### src/inc/scs_pkg.sv
// package for the system clock source and divider select block
// assumes one system clock domain; no bus beyond the plain register port
`default_nettype none
//==========================================================
// constants and types
//==========================================================
package scs_pkg;
	// register indexes on the plain register port
	localparam logic [1:0] SCS_IDX_REQUEST = 2'h0;
	localparam logic [1:0] SCS_IDX_CURRENT = 2'h1;
	localparam logic [1:0] SCS_IDX_STATUS  = 2'h2;
	// field positions
	localparam int SCS_SRC_LSB   = 4;
	localparam int SCS_DIV_LSB   = 0;
	localparam int SCS_HOLD_BIT  = 7;
	localparam int SCS_SREADY_BIT = 4;
	localparam int SCS_NREADY_BIT = 3;
	// source codes
	localparam logic [2:0] SCS_SRC_EXT      = 3'h7;
	localparam logic [2:0] SCS_SRC_FAST     = 3'h6;
	localparam logic [2:0] SCS_SRC_SLOW     = 3'h5;
	localparam logic [2:0] SCS_SRC_SEC      = 3'h4;
	localparam logic [2:0] SCS_SRC_RSVD_HI  = 3'h3;
	localparam logic [2:0] SCS_SRC_EXT_PLL  = 3'h2;
	localparam logic [2:0] SCS_SRC_FAST_PLL = 3'h1;
	localparam logic [2:0] SCS_SRC_RSVD_LO  = 3'h0;
	// divider codes
	localparam logic [3:0] SCS_DIV_FAST_RST = 4'h2;
	localparam logic [3:0] SCS_DIV_RST      = 4'h0;
	localparam int         SCS_DIV_STEPS    = 10;
	// oscillator enable / ready bit positions
	localparam int SCS_OSC_EXT  = 0;
	localparam int SCS_OSC_FAST = 1;
	localparam int SCS_OSC_SLOW = 2;
	localparam int SCS_OSC_SEC  = 3;
	localparam int SCS_OSC_PLL  = 4;
	localparam int SCS_OSC_N    = 5;
	// source plus divider as carried around the block
	typedef struct packed {
		logic [2:0] src;
		logic [3:0] div;
	} scs_sel_type;
	// value held during asynchronous reset, before the fuses are caught
	localparam scs_sel_type SCS_SEL_RST = '{src: SCS_SRC_FAST, div: SCS_DIV_FAST_RST};
	// switch sequencer states
	typedef enum logic [2:0] {
		SCS_ST_IDLE  = 3'b001,
		SCS_ST_WAIT  = 3'b010,
		SCS_ST_READY = 3'b100
	} scs_state_type;
endpackage
`default_nettype wire

### src/hw/scs_clock_select.sv
// system clock source and post-divider selection with switch sequencing
// assumes fuse inputs are stable from reset release and ready inputs
// are synchronous to CLK_IN
//
// Summary of operation
// - bit 7 of request and current reads zero
// - request bits 6..4 pick the source
// - source caught from reset fuses after reset
// - request bits 3..0 pick the divider
// - reserved source write is dropped whole
// - switch fuse low makes request read-only
// - divider resets 0010 for fast source, else 0000
// - current bits 6..4 show source in use
// - current bits 3..0 show divider in use
// - current resets equal to request
// - current holds start-up selection when code begins
// - codes 111,110,101,100 select the plain oscillators
// - 010 external with PLL, 001 fast with PLL
// - external mode taken from external mode fuse
// - fast oscillator frequency from its frequency field
// - divider codes 0..9 divide by powers of two
// - old selection runs until new source ready, except for a request written on the wait-to-ready step
// - hold keeps old selection even when ready
// - switch updates current, sets ready, clears new-ready
// - ready high only when current equals request
//
// Chosen here: strobed register access and the address map.
`timescale 1ns/1ps
`default_nettype none
module scs_clock_select import scs_pkg::*; #(
	parameter int EXT_MODE_W = 3, // external mode fuse width
	parameter int FREQ_W     = 4  // fast oscillator frequency field width
) (
	input  wire logic                  CLK_IN,                   // system clock
	input  wire logic                  RST_N_IN,                 // async reset, low
	input  wire logic                  CE_IN,                    // clock enable
	input  wire logic [1:0]            ADDR_IN,                  // register index
	input  wire logic [7:0]            WDATA_IN,                 // write data
	input  wire logic                  WR_IN,                    // write strobe
	input  wire logic                  RD_IN,                    // read strobe
	input  wire logic [2:0]            RESET_SOURCE_FUSE_IN,     // reset source
	input  wire logic                  SWITCH_ENABLE_FUSE_IN,    // switching allowed
	input  wire logic [EXT_MODE_W-1:0] EXTERNAL_MODE_FUSE_IN,    // external mode
	input  wire logic [FREQ_W-1:0]     FAST_OSC_FREQUENCY_IN,    // frequency field
	input  wire logic [SCS_OSC_N-1:0]  OSC_READY_IN,             // oscillator ready
	output logic      [7:0]            RDATA_OUT,                // read data
	output logic      [2:0]            CURRENT_SOURCE_OUT,       // source in use
	output logic      [3:0]            CURRENT_DIVIDER_OUT,      // divider in use
	output logic      [SCS_DIV_STEPS-1:0] DIVIDE_RATIO_OUT,      // one-hot ratio
	output logic      [SCS_OSC_N-1:0]  OSC_ENABLE_OUT,           // oscillators on
	output logic      [EXT_MODE_W-1:0] EXTERNAL_MODE_OUT,        // external mode
	output logic      [FREQ_W-1:0]     FAST_OSC_FREQUENCY_OUT,   // fast frequency
	output logic                       SELECTION_READY_OUT,      // current equals request
	output logic                       NEW_SOURCE_READY_OUT      // new source ready
);
	//==========================================================
	// declarations
	//==========================================================
	scs_sel_type                   request_q;    // requested selection
	scs_sel_type                   request_d;    // its next value
	scs_sel_type                   current_q;    // selection in use
	scs_sel_type                   current_d;    // its next value
	scs_sel_type                   fuse_sel;     // start-up selection from fuses
	scs_state_type                 state_q;      // switch sequencer
	scs_state_type                 state_d;      // its next state
	logic                          init_q;       // fuses have been caught
	logic                          hold_q;       // switch hold control
	logic                          sready_q;     // selection ready flag
	logic                          nready_q;     // new source ready flag
	logic [SCS_OSC_N-1:0]          req_en;       // oscillators for request
	logic [SCS_OSC_N-1:0]          cur_en;       // oscillators for current
	logic [SCS_OSC_N-1:0]          cur_en_d;     // oscillators for next current
	logic [SCS_DIV_STEPS-1:0]      ratio_d;      // ratio of next current
	logic                          wsrc_valid;   // written source not reserved
	logic                          write_req;    // legal request write
	logic                          write_status; // status write
	logic                          req_ready;    // requested oscillators all ready
	logic                          differ;       // request differs from current
	logic                          do_switch;    // switch takes effect now
	logic [7:0]                    rd_mux;       // read data selection

	//==========================================================
	// decoders
	//==========================================================
	// oscillators needed by the request
	scs_source_decode u_req_dec (
		.src_in     (request_q.src),
		.osc_en_out (req_en),
		.valid_out  ()
	);
	// oscillators of the current selection
	scs_source_decode u_cur_dec (
		.src_in     (current_q.src),
		.osc_en_out (cur_en),
		.valid_out  ()
	);
	// oscillators of the next current selection
	scs_source_decode u_nxt_dec (
		.src_in     (current_d.src),
		.osc_en_out (cur_en_d),
		.valid_out  ()
	);
	// validity of the source in the write data
	scs_source_decode u_wr_dec (
		.src_in     (WDATA_IN[SCS_SRC_LSB +: 3]),
		.osc_en_out (),
		.valid_out  (wsrc_valid)
	);
	// divide ratio of the next current selection
	scs_divider_decode #(
		.STEPS (SCS_DIV_STEPS)
	) u_div_dec (
		.div_in    (current_d.div),
		.ratio_out (ratio_d)
	);

	//==========================================================
	// request and selection next values
	//==========================================================
	// start-up selection: fuse source, divider picked by source
	always_comb begin
		fuse_sel.src = RESET_SOURCE_FUSE_IN;
		if (RESET_SOURCE_FUSE_IN == SCS_SRC_FAST) begin
			fuse_sel.div = SCS_DIV_FAST_RST;
		end else begin
			fuse_sel.div = SCS_DIV_RST;
		end
	end

	// a request write needs the switch fuse and a legal source
	assign write_req = WR_IN && (ADDR_IN == SCS_IDX_REQUEST)
		&& SWITCH_ENABLE_FUSE_IN
		&& wsrc_valid;
	assign write_status = WR_IN && (ADDR_IN == SCS_IDX_STATUS);
	// every oscillator the request needs must report ready
	assign req_ready = &(~req_en | OSC_READY_IN);
	assign differ    = (request_q != current_q);
	// switch once ready and not held; a write in the ready state restarts the wait
	assign do_switch = (state_q == SCS_ST_READY) && differ
		&& !write_req && !hold_q;

	// next request value
	always_comb begin
		request_d = request_q;
		if (!init_q) begin
			request_d = fuse_sel;
		end else if (write_req) begin
			request_d.src = WDATA_IN[SCS_SRC_LSB +: 3];
			request_d.div = WDATA_IN[SCS_DIV_LSB +: 4];
		end
	end

	// next current value
	always_comb begin
		current_d = current_q;
		if (!init_q) begin
			current_d = fuse_sel;
		end else if (do_switch) begin
			current_d = request_q;
		end
	end

	// switch sequencer next state
	always_comb begin
		state_d = state_q;
		case (state_q)
			SCS_ST_IDLE: begin
				if (init_q && differ) begin
					state_d = SCS_ST_WAIT;
				end
			end
			SCS_ST_WAIT: begin
				if (!differ) begin
					state_d = SCS_ST_IDLE; // request abandoned
				end else if (req_ready) begin
					state_d = SCS_ST_READY;
				end
			end
			SCS_ST_READY: begin
				if (!differ) begin
					state_d = SCS_ST_IDLE; // abandoned by copying back
				end else if (write_req) begin
					state_d = SCS_ST_WAIT; // new target, check again
				end else if (!hold_q) begin
					state_d = SCS_ST_IDLE;
				end
			end
			default: state_d = SCS_ST_IDLE;
		endcase
	end

	//==========================================================
	// state registers
	//==========================================================
	// start-up catch of the fuses, one edge after release
	always_ff @(posedge CLK_IN or negedge RST_N_IN) begin
		if (!RST_N_IN) begin
			init_q <= 1'b0;
		end else if (CE_IN) begin
			init_q <= 1'b1;
		end
	end

	// request register
	always_ff @(posedge CLK_IN or negedge RST_N_IN) begin
		if (!RST_N_IN) begin
			request_q <= SCS_SEL_RST;
		end else if (CE_IN) begin
			request_q <= request_d;
		end
	end

	// current selection register
	always_ff @(posedge CLK_IN or negedge RST_N_IN) begin
		if (!RST_N_IN) begin
			current_q <= SCS_SEL_RST;
		end else if (CE_IN) begin
			current_q <= current_d;
		end
	end

	// hold control, software owned
	always_ff @(posedge CLK_IN or negedge RST_N_IN) begin
		if (!RST_N_IN) begin
			hold_q <= 1'b0;
		end else if (CE_IN && write_status) begin
			hold_q <= WDATA_IN[SCS_HOLD_BIT];
		end
	end

	// sequencer state
	always_ff @(posedge CLK_IN or negedge RST_N_IN) begin
		if (!RST_N_IN) begin
			state_q <= SCS_ST_IDLE;
		end else if (CE_IN) begin
			state_q <= state_d;
		end
	end

	// status flags follow the next values, so they never lag
	always_ff @(posedge CLK_IN or negedge RST_N_IN) begin
		if (!RST_N_IN) begin
			sready_q <= 1'b1;
			nready_q <= 1'b0;
		end else if (CE_IN) begin
			sready_q <= (request_d == current_d);
			nready_q <= (state_d == SCS_ST_READY);
		end
	end

	//==========================================================
	// register read port
	//==========================================================
	// read selection; unused bits and unmapped indexes read zero
	always_comb begin
		rd_mux = 8'h00;
		case (ADDR_IN)
			SCS_IDX_REQUEST: rd_mux = {1'b0, request_q};
			SCS_IDX_CURRENT: rd_mux = {1'b0, current_q};
			SCS_IDX_STATUS: begin
				rd_mux[SCS_HOLD_BIT]   = hold_q;
				rd_mux[SCS_SREADY_BIT] = sready_q;
				rd_mux[SCS_NREADY_BIT] = nready_q;
			end
			default: rd_mux = 8'h00;
		endcase
	end

	// read data stands only in the cycle after the strobe
	always_ff @(posedge CLK_IN or negedge RST_N_IN) begin
		if (!RST_N_IN) begin
			RDATA_OUT <= 8'h00;
		end else if (CE_IN) begin
			RDATA_OUT <= RD_IN ? rd_mux : 8'h00;
		end
	end

	//==========================================================
	// clock control outputs
	//==========================================================
	// selection, ratio and oscillator controls
	always_ff @(posedge CLK_IN or negedge RST_N_IN) begin
		if (!RST_N_IN) begin
			CURRENT_SOURCE_OUT     <= SCS_SEL_RST.src;
			CURRENT_DIVIDER_OUT    <= SCS_SEL_RST.div;
			DIVIDE_RATIO_OUT       <= '0;
			OSC_ENABLE_OUT         <= '0;
			EXTERNAL_MODE_OUT      <= '0;
			FAST_OSC_FREQUENCY_OUT <= '0;
		end else if (CE_IN) begin
			CURRENT_SOURCE_OUT  <= current_d.src;
			CURRENT_DIVIDER_OUT <= current_d.div;
			DIVIDE_RATIO_OUT    <= ratio_d;
			// keep the old source running while the new one starts
			OSC_ENABLE_OUT      <= cur_en_d
				| ((state_d != SCS_ST_IDLE) ? req_en : '0);
			EXTERNAL_MODE_OUT   <= cur_en_d[SCS_OSC_EXT]
				? EXTERNAL_MODE_FUSE_IN : '0;
			FAST_OSC_FREQUENCY_OUT <= cur_en_d[SCS_OSC_FAST]
				? FAST_OSC_FREQUENCY_IN : '0;
		end
	end

	assign SELECTION_READY_OUT  = sready_q;
	assign NEW_SOURCE_READY_OUT = nready_q;
endmodule
`default_nettype wire

### src/hw/scs_source_decode.sv
// decodes a source code into oscillator enables and a valid flag
// assumes purely combinational use inside the selector
`timescale 1ns/1ps
`default_nettype none
//==========================================================
// source decoder
//==========================================================
module scs_source_decode import scs_pkg::*; (
	input  wire logic [2:0]           src_in,    // source code
	output logic      [SCS_OSC_N-1:0] osc_en_out, // oscillators needed
	output logic                      valid_out  // code not reserved
);
	// map code to the oscillators it needs
	always_comb begin
		osc_en_out = '0;
		valid_out  = 1'b1;
		case (src_in)
			SCS_SRC_EXT: osc_en_out[SCS_OSC_EXT] = 1'b1;
			SCS_SRC_FAST: osc_en_out[SCS_OSC_FAST] = 1'b1;
			SCS_SRC_SLOW: osc_en_out[SCS_OSC_SLOW] = 1'b1;
			SCS_SRC_SEC: osc_en_out[SCS_OSC_SEC] = 1'b1;
			SCS_SRC_EXT_PLL: begin
				osc_en_out[SCS_OSC_EXT] = 1'b1;
				osc_en_out[SCS_OSC_PLL] = 1'b1;
			end
			SCS_SRC_FAST_PLL: begin
				osc_en_out[SCS_OSC_FAST] = 1'b1;
				osc_en_out[SCS_OSC_PLL]  = 1'b1;
			end
			default: valid_out = 1'b0; // reserved codes
		endcase
	end
endmodule
`default_nettype wire

### src/hw/scs_divider_decode.sv
// decodes a divider code into a one-hot divide-by-two-power select
// assumes purely combinational use; reserved codes give all zero
`timescale 1ns/1ps
`default_nettype none
//==========================================================
// divider decoder
//==========================================================
module scs_divider_decode import scs_pkg::*; #(
	parameter int STEPS = SCS_DIV_STEPS // number of legal ratios
) (
	input  wire logic [3:0]       div_in,   // divider code
	output logic      [STEPS-1:0] ratio_out // bit n set: divide by 2**n
);
	// one compare per legal ratio
	genvar gi;
	generate
		for (gi = 0; gi < STEPS; gi++) begin : g_ratio
			assign ratio_out[gi] = (div_in == 4'(gi));
		end
	endgenerate
endmodule
`default_nettype wire

### config.mk
export PLATFORM = sky130hd
export DESIGN_NAME = scs_clock_select
export DESIGN_NICKNAME = d
export VERILOG_FILES = /design/src/inc/scs_pkg.sv /design/src/hw/scs_clock_select.sv /design/src/hw/scs_source_decode.sv /design/src/hw/scs_divider_decode.sv
export SDC_FILE = /design/constraint.sdc
export NUM_CORES = 1
export LEC_CHECK = 0
export BUFFER_PORTS_ARGS = -buffer_cell sky130_fd_sc_hd__buf_2
export CORE_MARGIN = 4
export CORE_UTILIZATION = 51
export CTS_BUF_LIST = sky130_fd_sc_hd__clkbuf_8
export CTS_CLUSTER_DIAMETER = 80
export CTS_CLUSTER_SIZE = 14
export DETAILED_ROUTE_END_ITERATION = 8
export PLACE_DENSITY_LB_ADDON = 0.2
export SLEW_MARGIN = 10
export SYNTH_ARGS = -nofsm -noshare
export SYNTH_HDL_FRONTEND = slang
export SYNTH_SLANG_ARGS = --single-unit
### constraint.sdc
create_clock -name CLK_IN -period 2.6 [get_ports CLK_IN]
set_clock_uncertainty 0.2 [all_clocks]
set_input_delay 0 -clock CLK_IN [delete_from_list [all_inputs] [get_ports CLK_IN]]
set_output_delay 0 -clock CLK_IN [all_outputs]
set_load 0.02 [all_outputs]
Yosys cells after proc, flatten, opt, wreduce, memory -nomap -nowiden
Index checks and enable logic that the tools add are counted.

Equality and inequality tests: 37. Muxes and demuxes: 31. Bitwise operators: 3. Reductions and logical operators: 21.

Operator list (count): 3-bit == test, second input constant (15); 7-bit two-way mux (4); 3-bit two-way mux (7); 4-bit by 3-bit == test with 1-bit output, second input constant (4); 3-bit by 1-bit == test with 1-bit output, second input constant (4); 3-bit by 2-bit == test with 1-bit output, second input constant (4); 1-bit two-way mux (12); 2-bit OR reduction (6); 5-bit OR (2); 1-bit logical AND (9); 3-bit case mux with 3 select lines (1); 4-bit by 2-bit == test with 1-bit output, second input constant (2); 4-bit == test, second input constant (2); 8-bit two-way mux (1); 7-bit == test (1); 7-bit inequality test (1); 2-bit case mux with 3 select lines (1); 3-bit case mux with 2 select lines (1); 6-bit OR reduction (1); 5-bit two-way mux (1); 5-bit NOT (1); 5-bit AND reduction (1); 4-bit by 1-bit == test with 1-bit output, second input constant (1); 4-bit logical NOT (1); 8 further kinds (9).

Flip-flop bits (word level): 51. Output and inout port bits: 39. Logic and storage cells: 106.

Logic depth before layout (Yosys ltp)
Gate-level depths: netlist of the first run.

Word-level depth: 13. Mapped depth: 11. Mapped depth without buffers: 7.

By module
A second synthesis of the first run with hierarchy kept.

Cell total of the unflattened synthesis: 326. Area total of the unflattened synthesis: 3218.1 sq um.

By module, submodules not included: scs_clock_select (times used 1, cells each 282, area an instance 2816.5 sq um, seq. area each 1286.2 sq um); scs_source_decode (times used 3, cells each 10, area an instance 67.6 sq um, seq. area each 0.0 sq um); scs_divider_decode (times used 1, cells each 14, area an instance 198.9 sq um, seq. area each 0.0 sq um).

Worst setup path after synthesis of the first run
Ideal clock, no wire load.

Path type: reg2reg. Start: register CURRENT_DIVIDER_OUT[1] (netlist name). End: register OSC_ENABLE_OUT[0]. Arrival time: 2.432 ns. Path slack: -0.175 ns. Cell stages (with the launch flop): 11. Path buffers: 3. Period minus slack after synthesis: 2.775 ns. Cells stage by stage: dfstp_2 > clkbuf_1 > xor2_1 > nor3_1 > and3_1 > buf_2 > nor2_8 > a311oi_2 > buf_2 > xnor2_1 > o221ai_1.

RTL lines: to (signal assigned) (line scs_clock_select.sv:295) `OSC_ENABLE_OUT <= cur_en_d`; to (decl) (line scs_clock_select.sv:50) `output logic [SCS_OSC_N-1:0] OSC_ENABLE_OUT,`.

==> impl_metrics.json, run 1 <==
{
  "yosysTopAreaCell": "dfrtp_1",
  "final_cell_mix": "buf_2, dfrtp_1, buf_4, nand2_1",
  "worst_ep_required_time_ns": 2.64,
  "pin_count": 70,
  "synth_cells": 328,
  "drc": 0,
  "synth.area.top_cells": "dfrtp_1, dfstp_2, mux2i_1",
  "dp_slack_ns": 0.0379,
  "stdcell_area_um2": 4010,
  "peakVddDrop_v": 0.000424,
  "yosys_warnings": 0,
  "period_needed_ns": 2.53,
  "status": "completed",
  "overflow": 0,
  "start_util_pct": 52.4,
  "routed_via_density": 5.85,
  "cts_tree": "built",
  "dr.pass1.iters": 4,
  "synth_top_family_by_area": "compound AO/OA/AOI/OAI gates",
  "maxSlewHeadroom_pct": 31.5,
  "clk_latency_ns": 0.31,
  "synthXorXnorAreaFrac_pct": 4.48,
  "synth-seq-cells": 51,
  "dp_cells": 481,
  "synth_top_cell_area_share_pct": 34.7,
  "setup_viol_count_final": 0,
  "die_h_um": 86.0,
  "synth_mux_area_share_pct": 6.62,
  "cts-root-buf": "clkbuf_8",
  "grt_use_total_pct": 23.9,
  "path_clk_slew_ns": 0.10,
  "total_power_mw": 3.05,
  "wl_per_cell_um": 16.5,
  "final.period_utilization_pct": 97.3,
  "die_w_um": 86.0,
  "rsz0062_at_grt": "yes",
  "gp_congestion": 0.877,
  "fin_nets": 466,
  "path_class": "register to register",
  "cp-start-kind": "register",
  "cts.sinks": 51,
  "avgSynthCellArea_um2": 9.45,
  "diodes": 0,
  "grt_pass1_wl_um": 14100,
  "mostFrequentLayoutCell": "buf_2",
  "synth_area_um2": 3100,
  "core-area_um2": 5920,
  "wirelength_um": 8410,
  "cts_buffers": 5,
  "async_flop_share_pct": 100,
  "io_buffer_count": 69,
  "postPlaceCellArea_um2": 3660,
  "yosysUniqueCellTypes": 57,
  "fillers": 488,
  "dr_total_vias": 2990,
  "leakagePower_nw": 1.82,
  "hold_path.class": "primary input to register",
  "drt_iter0_drc": 247,
  "ys.flop_type": "dfrtp_1",
  "drv_cap": 0,
  "synth_fa_ha_area_share_pct": 0,
  "yosys.area_share.simple_pct": 16.8,
  "powerDensity_nw_per_um2": 762,
  "crit_arrival_ns": 2.56,
  "finalHoldViolCount": 0,
  "drive_gt1_share_pct": 32.1,
  "ant_nets": 0,
  "cp-end-kind": "register",
  "syn2layout_area_growth_pct": 29.3,
  "setup_ws_ns": 0.0706,
  "final_max_slew_viol_count": 0,
  "worst-slew-pin-transition_ns": 1.03,
  "instances_no_fill": 511,
  "dpl.hpwl_um": 6020,
  "synth-edff-count": 0,
  "rows": 28,
  "path_max_fanout": 9,
  "grt_max_degree": 47,
  "die-area_um2": 7390,
  "grt_pass1_vias": 2962,
  "ys_seq_area_share_pct": 41.5,
  "clockBufferDepth": 2,
  "syn-num-nets": 359,
  "timing.fmax_ghz": 0.395,
  "synth_compound_area_share_pct": 23.7,
  "htree_levels": 2,
  "antenna_found_initial": 0
}
-- sequential cells by signal, indices dropped and copies added (netlist names) --
signal,flops
CURRENT_DIVIDER_OUT,4
CURRENT_SOURCE_OUT,3
DIVIDE_RATIO_OUT,10
EXTERNAL_MODE_OUT,3
FAST_OSC_FREQUENCY_OUT,4
NEW_SOURCE_READY_OUT,1
OSC_ENABLE_OUT,5
RDATA_OUT,8
SELECTION_READY_OUT,1
hold_q,1
init_q,1
request_q,7
state_q,3
-- synth_stat cells (all sizes together) (5+ instances only) --
cell	count
buf	10
nand2b	7
dfstp	8
nand2	25
nor3	6
xor2	10
o221ai	7
mux2i	16
dfrtp	43
xnor2	5
a31oi	5
nand3	15
o21ai	15
inv	22
or4	5
nor2	22
a22o	5
o32ai	10
a21oi	14
clkbuf	14
o2bb2ai	11
-- critical path, cell delays in order, from the launching register on --
cell,delay (ns)
dfstp_2,0.56
xor2_1,0.07
nor3_1,0.29
and3_4,0.29
o21ai_1,0.10
a31o_2,0.31
or4_1,0.55
o221ai_1,0.09
-- per-stage QoR --
stage	hold WS, ns	TNS [ns]	utilization, %
global placement	0.0231	0	61.7
finish	0.0259	0	67.7
global route	0.0342	-0.0463	67.7
CTS	0.00433	0	67.1
floorplan	-0.496	0	-
detailed placement	0.0411	0	61.7
-- timing repair --
item	4_1_cts	5_1_grt
hold endpoints to repair	68	0
buffers inserted	0	0
hold buffers	22	0
gates resized for setup	0	9
setup endpoints to repair	0	23
-- where the power goes --
part	internal (mW)	total (mW)	switching [mW]
clock	0.200	0.498	0.298
combinational	0.603	1.46	0.852
sequential	0.989	1.10	0.113
-- metal layers --
layer / GRT usage [%] / wire, um / up-vias
met3: 3.75 / 429 / 10
met4: 6.47 / 108 / 0
met5: 0 / 0 / -
li1: - / - / 1421
met1: 30.6 / 3520 / 1479
met2: 42.0 / 4350 / 80
-- cell type report --
class                   instances  area [um^2]  share of cell area [%]
well taps                      75         93.8                    2.34
clock inverters                 3         28.8                   0.718
multi-input cells             231         1640                    40.8
repair buffers                124          813                    20.3
flip-flops and latches         51         1290                    32.1
inverters                      22         82.6                    2.06
clock buffers                   5         68.8                    1.72
-- final timing paths --
kind,cells after the start,startpoint,slack [ns],to
worst max-delay path,7,CURRENT_SOURCE_OUT[2],0.07,FAST_OSC_FREQUENCY_OUT[1]
worst min-delay path,4,WDATA_IN[4],0.03,request_q[4]
worst max register to register,7,CURRENT_SOURCE_OUT[2],0.07,FAST_OSC_FREQUENCY_OUT[1]
worst min register to register,1,EXTERNAL_MODE_OUT[2],0.29,EXTERNAL_MODE_OUT[2]
max in group asynchronous,3,RST_N_IN,1.23,CURRENT_SOURCE_OUT[2]
min in group asynchronous,2,RST_N_IN,0.20,NEW_SOURCE_READY_OUT
-- cells by family (layout without fill, tap and decap cells) --
kind of cell / Yosys count / in the layout
compound gates: 97 / 97
buf+inv: 46 / 154
mux: 20 / 20
xor+xnor: 15 / 15
simple gates: 99 / 99
flops: 51 / 51
No activity file was read; power rests on OpenSTA's default activity.
==> inputs of run 2 (changes only) <==
--- a/config.mk
+++ b/config.mk
@@ -7,7 +7,7 @@
 export LEC_CHECK = 0
 export BUFFER_PORTS_ARGS = -buffer_cell sky130_fd_sc_hd__buf_2
 export CORE_MARGIN = 4
-export CORE_UTILIZATION = 51
+export CORE_UTILIZATION = 40
 export CTS_BUF_LIST = sky130_fd_sc_hd__clkbuf_8
 export CTS_CLUSTER_DIAMETER = 80
 export CTS_CLUSTER_SIZE = 14
==> run 2 against run 1 <==
- cell count is 5.5% higher
- routed wire length is 1.3% higher
- worst hold slack worse by 0.016 ns
- critical path depth is 2 higher
- core utilization is 12 points lower
- largest cell class unchanged
- maximum frequency is 1.6% higher
==> impl_metrics.json, run 2 (synthesized netlist as in run 1, its figures left out) <==
{
  "cts-root-buf": "clkbuf_8",
  "drt_iter0_drc": 186,
  "finalHoldViolCount": 0,
  "grt_pass1_vias": 2972,
  "dp_slack_ns": 0.0519,
  "cts_buffers": 5,
  "drc": 0,
  "path_max_fanout": 13,
  "powerDensity_nw_per_um2": 762,
  "grt_pass1_wl_um": 14400,
  "regToRegSetupSlack_ns": 0.11,
  "cp-start-kind": "register",
  "setup_viol_count_final": 0,
  "rr_endpoint": "FAST_OSC_FREQUENCY_OUT[3]",
  "worst_ep_required_time_ns": 2.62,
  "antenna_found_initial": 0,
  "period_needed_ns": 2.49,
  "die_w_um": 96.0,
  "dp_cells": 507,
  "maxSlewHeadroom_pct": 54.1,
  "dr.pass1.iters": 4,
  "start_util_pct": 41.9,
  "die-area_um2": 9220,
  "cts.sinks": 51,
  "fin_nets": 470,
  "final_cell_mix": "buf_2, dfrtp_1, buf_4, nand2_1, dlygate4sd3_1",
  "status": "completed",
  "ant_nets": 0,
  "path_class": "register to register",
  "final_max_slew_viol_count": 0,
  "drive_gt1_share_pct": 33.0,
  "syn2layout_area_growth_pct": 33.5,
  "gp_congestion": 0.896,
  "timing.fmax_ghz": 0.402,
  "worst-slew-pin-transition_ns": 0.689,
  "top_register": "DIVIDE_RATIO_OUT",
  "instances_no_fill": 539,
  "grt_use_total_pct": 19.8,
  "grt_max_degree": 37,
  "wl_per_cell_um": 15.8,
  "clockBufferDepth": 2,
  "pin_count": 70,
  "cts_tree": "built",
  "overflow": 0,
  "dr_total_vias": 2946,
  "cp-end-kind": "register",
  "crit_end": "FAST_OSC_FREQUENCY_OUT[3]",
  "postPlaceCellArea_um2": 3730,
  "leakagePower_nw": 1.87,
  "mostFrequentLayoutCell": "buf_2",
  "hold_path.class": "primary input to asynchronous set/reset pin",
  "crit_arrival_ns": 2.51,
  "wirelength_um": 8520,
  "top_regs": "DIVIDE_RATIO_OUT: 10 flops, RDATA_OUT: 8 flops, request_q: 7 flops",
  "setup_ws_ns": 0.110,
  "rsz0062_at_grt": "yes",
  "peakVddDrop_v": 0.000335,
  "path_clk_slew_ns": 0.10,
  "io_buffer_count": 69,
  "crit_start": "request_q[6]",
  "r2r_start": "request_q[6]",
  "clk_latency_ns": 0.31,
  "largest_register_ffs": 10,
  "core-area_um2": 7410,
  "stdcell_area_um2": 4140,
  "dpl.hpwl_um": 6290,
  "rows": 31,
  "rr_worst_depth": 9,
  "diodes": 0,
  "die_h_um": 96.0,
  "final.period_utilization_pct": 95.8,
  "drv_cap": 0,
  "routed_via_density": 5.47,
  "htree_levels": 2
}
-- run 2: changes by cell type in the layout (fill, tap and decap cells not counted), moves of 2 or more --
cell | previous run | this run
buf_12 | 0 | 2
buf_6 | 0 | 2
dlygate4sd3_1 | 22 | 24
clkinv_4 | 2 | 0
buf_4 | 33 | 31
-- run 2: critical path: stages, from the launching register on --
cell      delay [ns]
dfstp_2         0.56
xor2_2          0.16
nor3_1          0.08
and3_2          0.25
buf_4           0.15
o21ai_4         0.15
a31oi_2         0.11
buf_6           0.15
or4_1           0.50
o221ai_1        0.09
-- run 2: per-stage QoR --
stage | hold WS, ns | power, mW | setup TNS [ns] | util (%)
floorplan | -0.496 | 2.03 | 0 | -
global placement | -0.289 | 2.51 | 0 | 50.3
detailed placement | -0.283 | 2.52 | 0 | 50.3
CTS | 0.00810 | 3.13 | 0 | 55.1
global route | 0.0433 | 3.37 | -0.0703 | 55.9
finish | 0.0101 | 3.15 | 0 | 55.9
-- run 2: power breakdown --
group          switching [mW]  internal, mW
clock                   0.278         0.290
combinational           0.847         0.630
sequential              0.118         0.989
-- run 2: repair_timing --
action	in CTS	in global routing
gates resized for setup	0	12
buffers inserted	0	0
endpoints found under the setup margin	0	22
hold buffers	24	0
hold endpoints to repair	78	0
-- run 2: final cells by class --
class / instances / area, um^2
clock buffers: 5 / 68.8
clock inverters: 3 / 46.3
fillers: 706 / 3270
inverters: 22 / 82.6
multi-input cells: 231 / 1650
flip-flops and latches: 51 / 1290
well taps: 99 / 124
repair buffers: 128 / 881
-- run 2: metal layers --
metal / share of wire (%) / GRT usage (%)
met1: 43 / 26.1
met2: 49 / 33.7
met3: 5.6 / 3.05
met4: 1.5 / 4.98
met5: 0 / 0
-- run 2: worst min-delay path by stage --
stage	startpoint	cells after the start	to	slack, ns
after detailed placement	RST_N_IN	1	RDATA_OUT[0]	-0.28
final	RST_N_IN	3	RDATA_OUT[1]	0.01
after global placement	RST_N_IN	1	RDATA_OUT[0]	-0.29
after global routing	RST_N_IN	3	RDATA_OUT[1]	0.04
after CTS	ADDR_IN[1]	4	RDATA_OUT[4]	0.008
after floorplan	RST_N_IN	0	CURRENT_DIVIDER_OUT[0]	-0.50
==> inputs of run 3 (changes only) <==
--- a/config.mk
+++ b/config.mk
@@ -12,7 +12,6 @@
 export CTS_CLUSTER_DIAMETER = 80
 export CTS_CLUSTER_SIZE = 14
 export DETAILED_ROUTE_END_ITERATION = 8
-export PLACE_DENSITY_LB_ADDON = 0.2
 export SLEW_MARGIN = 10
 export SYNTH_ARGS = -nofsm -noshare
 export SYNTH_HDL_FRONTEND = slang
==> run 3 against run 2 <==
- worst hold slack gained 0.0061 ns
- first-iteration DRC count shrank 37%
- sequential cell count is the same
- sequential power is essentially flat
- global-route usage grew 0.27 points
- clock power shrank 16%
- clock-buffer cell count is the same
- non-clock buffer count grew 2
- sequential share of layout area grew 0.44 points
- via count grew 0.64%
- critical path depth shrank 1
- critical path type unchanged
- critical endpoint is now FAST_OSC_FREQUENCY_OUT[2]
- largest cell class unchanged
- largest power group unchanged
==> impl_metrics.json, run 3 (synthesized netlist as in run 1, its figures left out) <==
{
  "status": "completed",
  "path_class": "register to register",
  "crit_arrival_ns": 2.54,
  "fillers": 696,
  "grt_pass1_vias": 2939,
  "maxSlewHeadroom_pct": 56.0,
  "die_h_um": 96.0,
  "syn2layout_area_growth_pct": 31.6,
  "routed_via_density": 5.48,
  "top_regs": "DIVIDE_RATIO_OUT: 10 flops, RDATA_OUT: 8 flops, request_q: 7 flops",
  "dr_total_vias": 2965,
  "die_w_um": 96.0,
  "rsz0062_at_grt": "no",
  "grt_max_degree": 52,
  "mostFrequentLayoutCell": "buf_2",
  "htree_levels": 2,
  "drt_iter0_drc": 117,
  "gp_congestion": 0.868,
  "cts.sinks": 51,
  "core-area_um2": 7410,
  "path_max_fanout": 11,
  "regToRegSetupSlack_ns": 0.11,
  "routed-wl-met3_um": 382,
  "grt_pass1_wl_um": 14400,
  "rows": 31,
  "final_max_slew_viol_count": 0,
  "powerDensity_nw_per_um2": 751,
  "setup_viol_count_final": 0,
  "final_cell_mix": "buf_2, dfrtp_1, buf_4, nand2_1, dlygate4sd3_1",
  "path_clk_slew_ns": 0.10,
  "period_needed_ns": 2.49,
  "cp-end-kind": "register",
  "leakagePower_nw": 1.86,
  "overflow": 0,
  "drv_cap": 0,
  "die-area_um2": 9220,
  "wl_met1_um": 3930,
  "diodes": 0,
  "start_util_pct": 41.9,
  "largest_register_ffs": 10,
  "antenna_found_initial": 0,
  "top_register": "DIVIDE_RATIO_OUT",
  "worst_ep_required_time_ns": 2.64,
  "cts_tree": "built",
  "worst-slew-pin-transition_ns": 0.660,
  "wl_met2_um": 4230,
  "hold_path.class": "primary input to register",
  "dr.pass1.iters": 4,
  "clockBufferDepth": 2,
  "wirelength_um": 8700,
  "ant_nets": 0,
  "peakVddDrop_v": 0.000374,
  "final_util_pct": 55.1,
  "fin_nets": 472,
  "final.period_utilization_pct": 95.8,
  "drive_gt1_share_pct": 32.6,
  "maxUsedRoutingLayer": "met4",
  "grt_use_total_pct": 20.0,
  "finalHoldViolCount": 0,
  "clk_latency_ns": 0.31,
  "cp-start-kind": "register",
  "cts-root-buf": "clkbuf_8",
  "timing.fmax_ghz": 0.401,
  "dpl.hpwl_um": 6250,
  "io_buffer_count": 69,
  "drc": 0,
  "cts_buffers": 5,
  "wl_per_cell_um": 16.1,
  "fin_tns_setup_ns": 0,
  "pin_count": 70
}
-- run 3: where the power goes --
group / switching [mW] / internal (mW) / leakage (nW)
sequential: 0.107 / 0.988 / 0.652
clock: 0.287 / 0.190 / 0.0483
combinational: 0.867 / 0.626 / 1.16
-- run 3: worst paths after layout --
kind | startpoint | endpoint | depth (start not counted)
min in group asynchronous | RST_N_IN | NEW_SOURCE_READY_OUT | 3
max in group asynchronous | RST_N_IN | EXTERNAL_MODE_OUT[0] | 3
max | state_q[0] | FAST_OSC_FREQUENCY_OUT[2] | 8
max reg2reg | state_q[0] | FAST_OSC_FREQUENCY_OUT[2] | 8
min | ADDR_IN[1] | RDATA_OUT[3] | 4
min reg2reg | RDATA_OUT[1] | RDATA_OUT[1] | 1
-- run 3: routing by layer --
metal | vias to the layer above | GRT usage (%)
met5 | - | 0
met4 | 0 | 7.11
met3 | 13 | 3.28
met2 | 65 | 32.3
met1 | 1450 | 27.0
li1 | 1437 | -
-- run 3: critical path, stage by stage (launching register included) --
cell and delay [ns]:
dfstp_2 0.41, nand2b_1 0.17, or4_4 0.52, nor2_8 0.13
a311oi_2 0.10, buf_4 0.21, buf_4 0.15, or4_4 0.47
o221ai_2 0.07
-- run 3: through the flow --
stage          power [mW]  cells  setup slack, ns  hold slack, ns  cell area (um^2)
5_1_grt              3.29    541           0.0114          0.0364              4080
3_5_place_dp         2.53    510           0.0494         -0.0379              3720
6_report             3.07    541            0.108          0.0162              4080
2_1_floorplan        2.03    328          0.00785          -0.496              3120
4_1_cts              3.05    541           0.0266         0.00410              4040
3_3_place_gp         2.52    510           0.0885         -0.0391              3720
-- run 3: cell type report --
class | instances | area (um^2) | share of cell area, %
clock buffer | 5 | 68.8 | 1.69
multi-input combinational | 231 | 1640 | 40.1
sequential | 51 | 1290 | 31.5
timing repair buffer | 130 | 865 | 21.2
clock inverter | 3 | 18.8 | 0.460
inverter | 22 | 82.6 | 2.02
tap | 99 | 124 | 3.04
-- run 3: timing repair --
item / 4_1_cts / 5_1_grt
setup buffers: 0 / 0
hold buffers: 23 / 0
hold endpoints to repair: 79 / 0
endpoints found under the setup margin: 0 / 16
gates resized for setup: 0 / 9
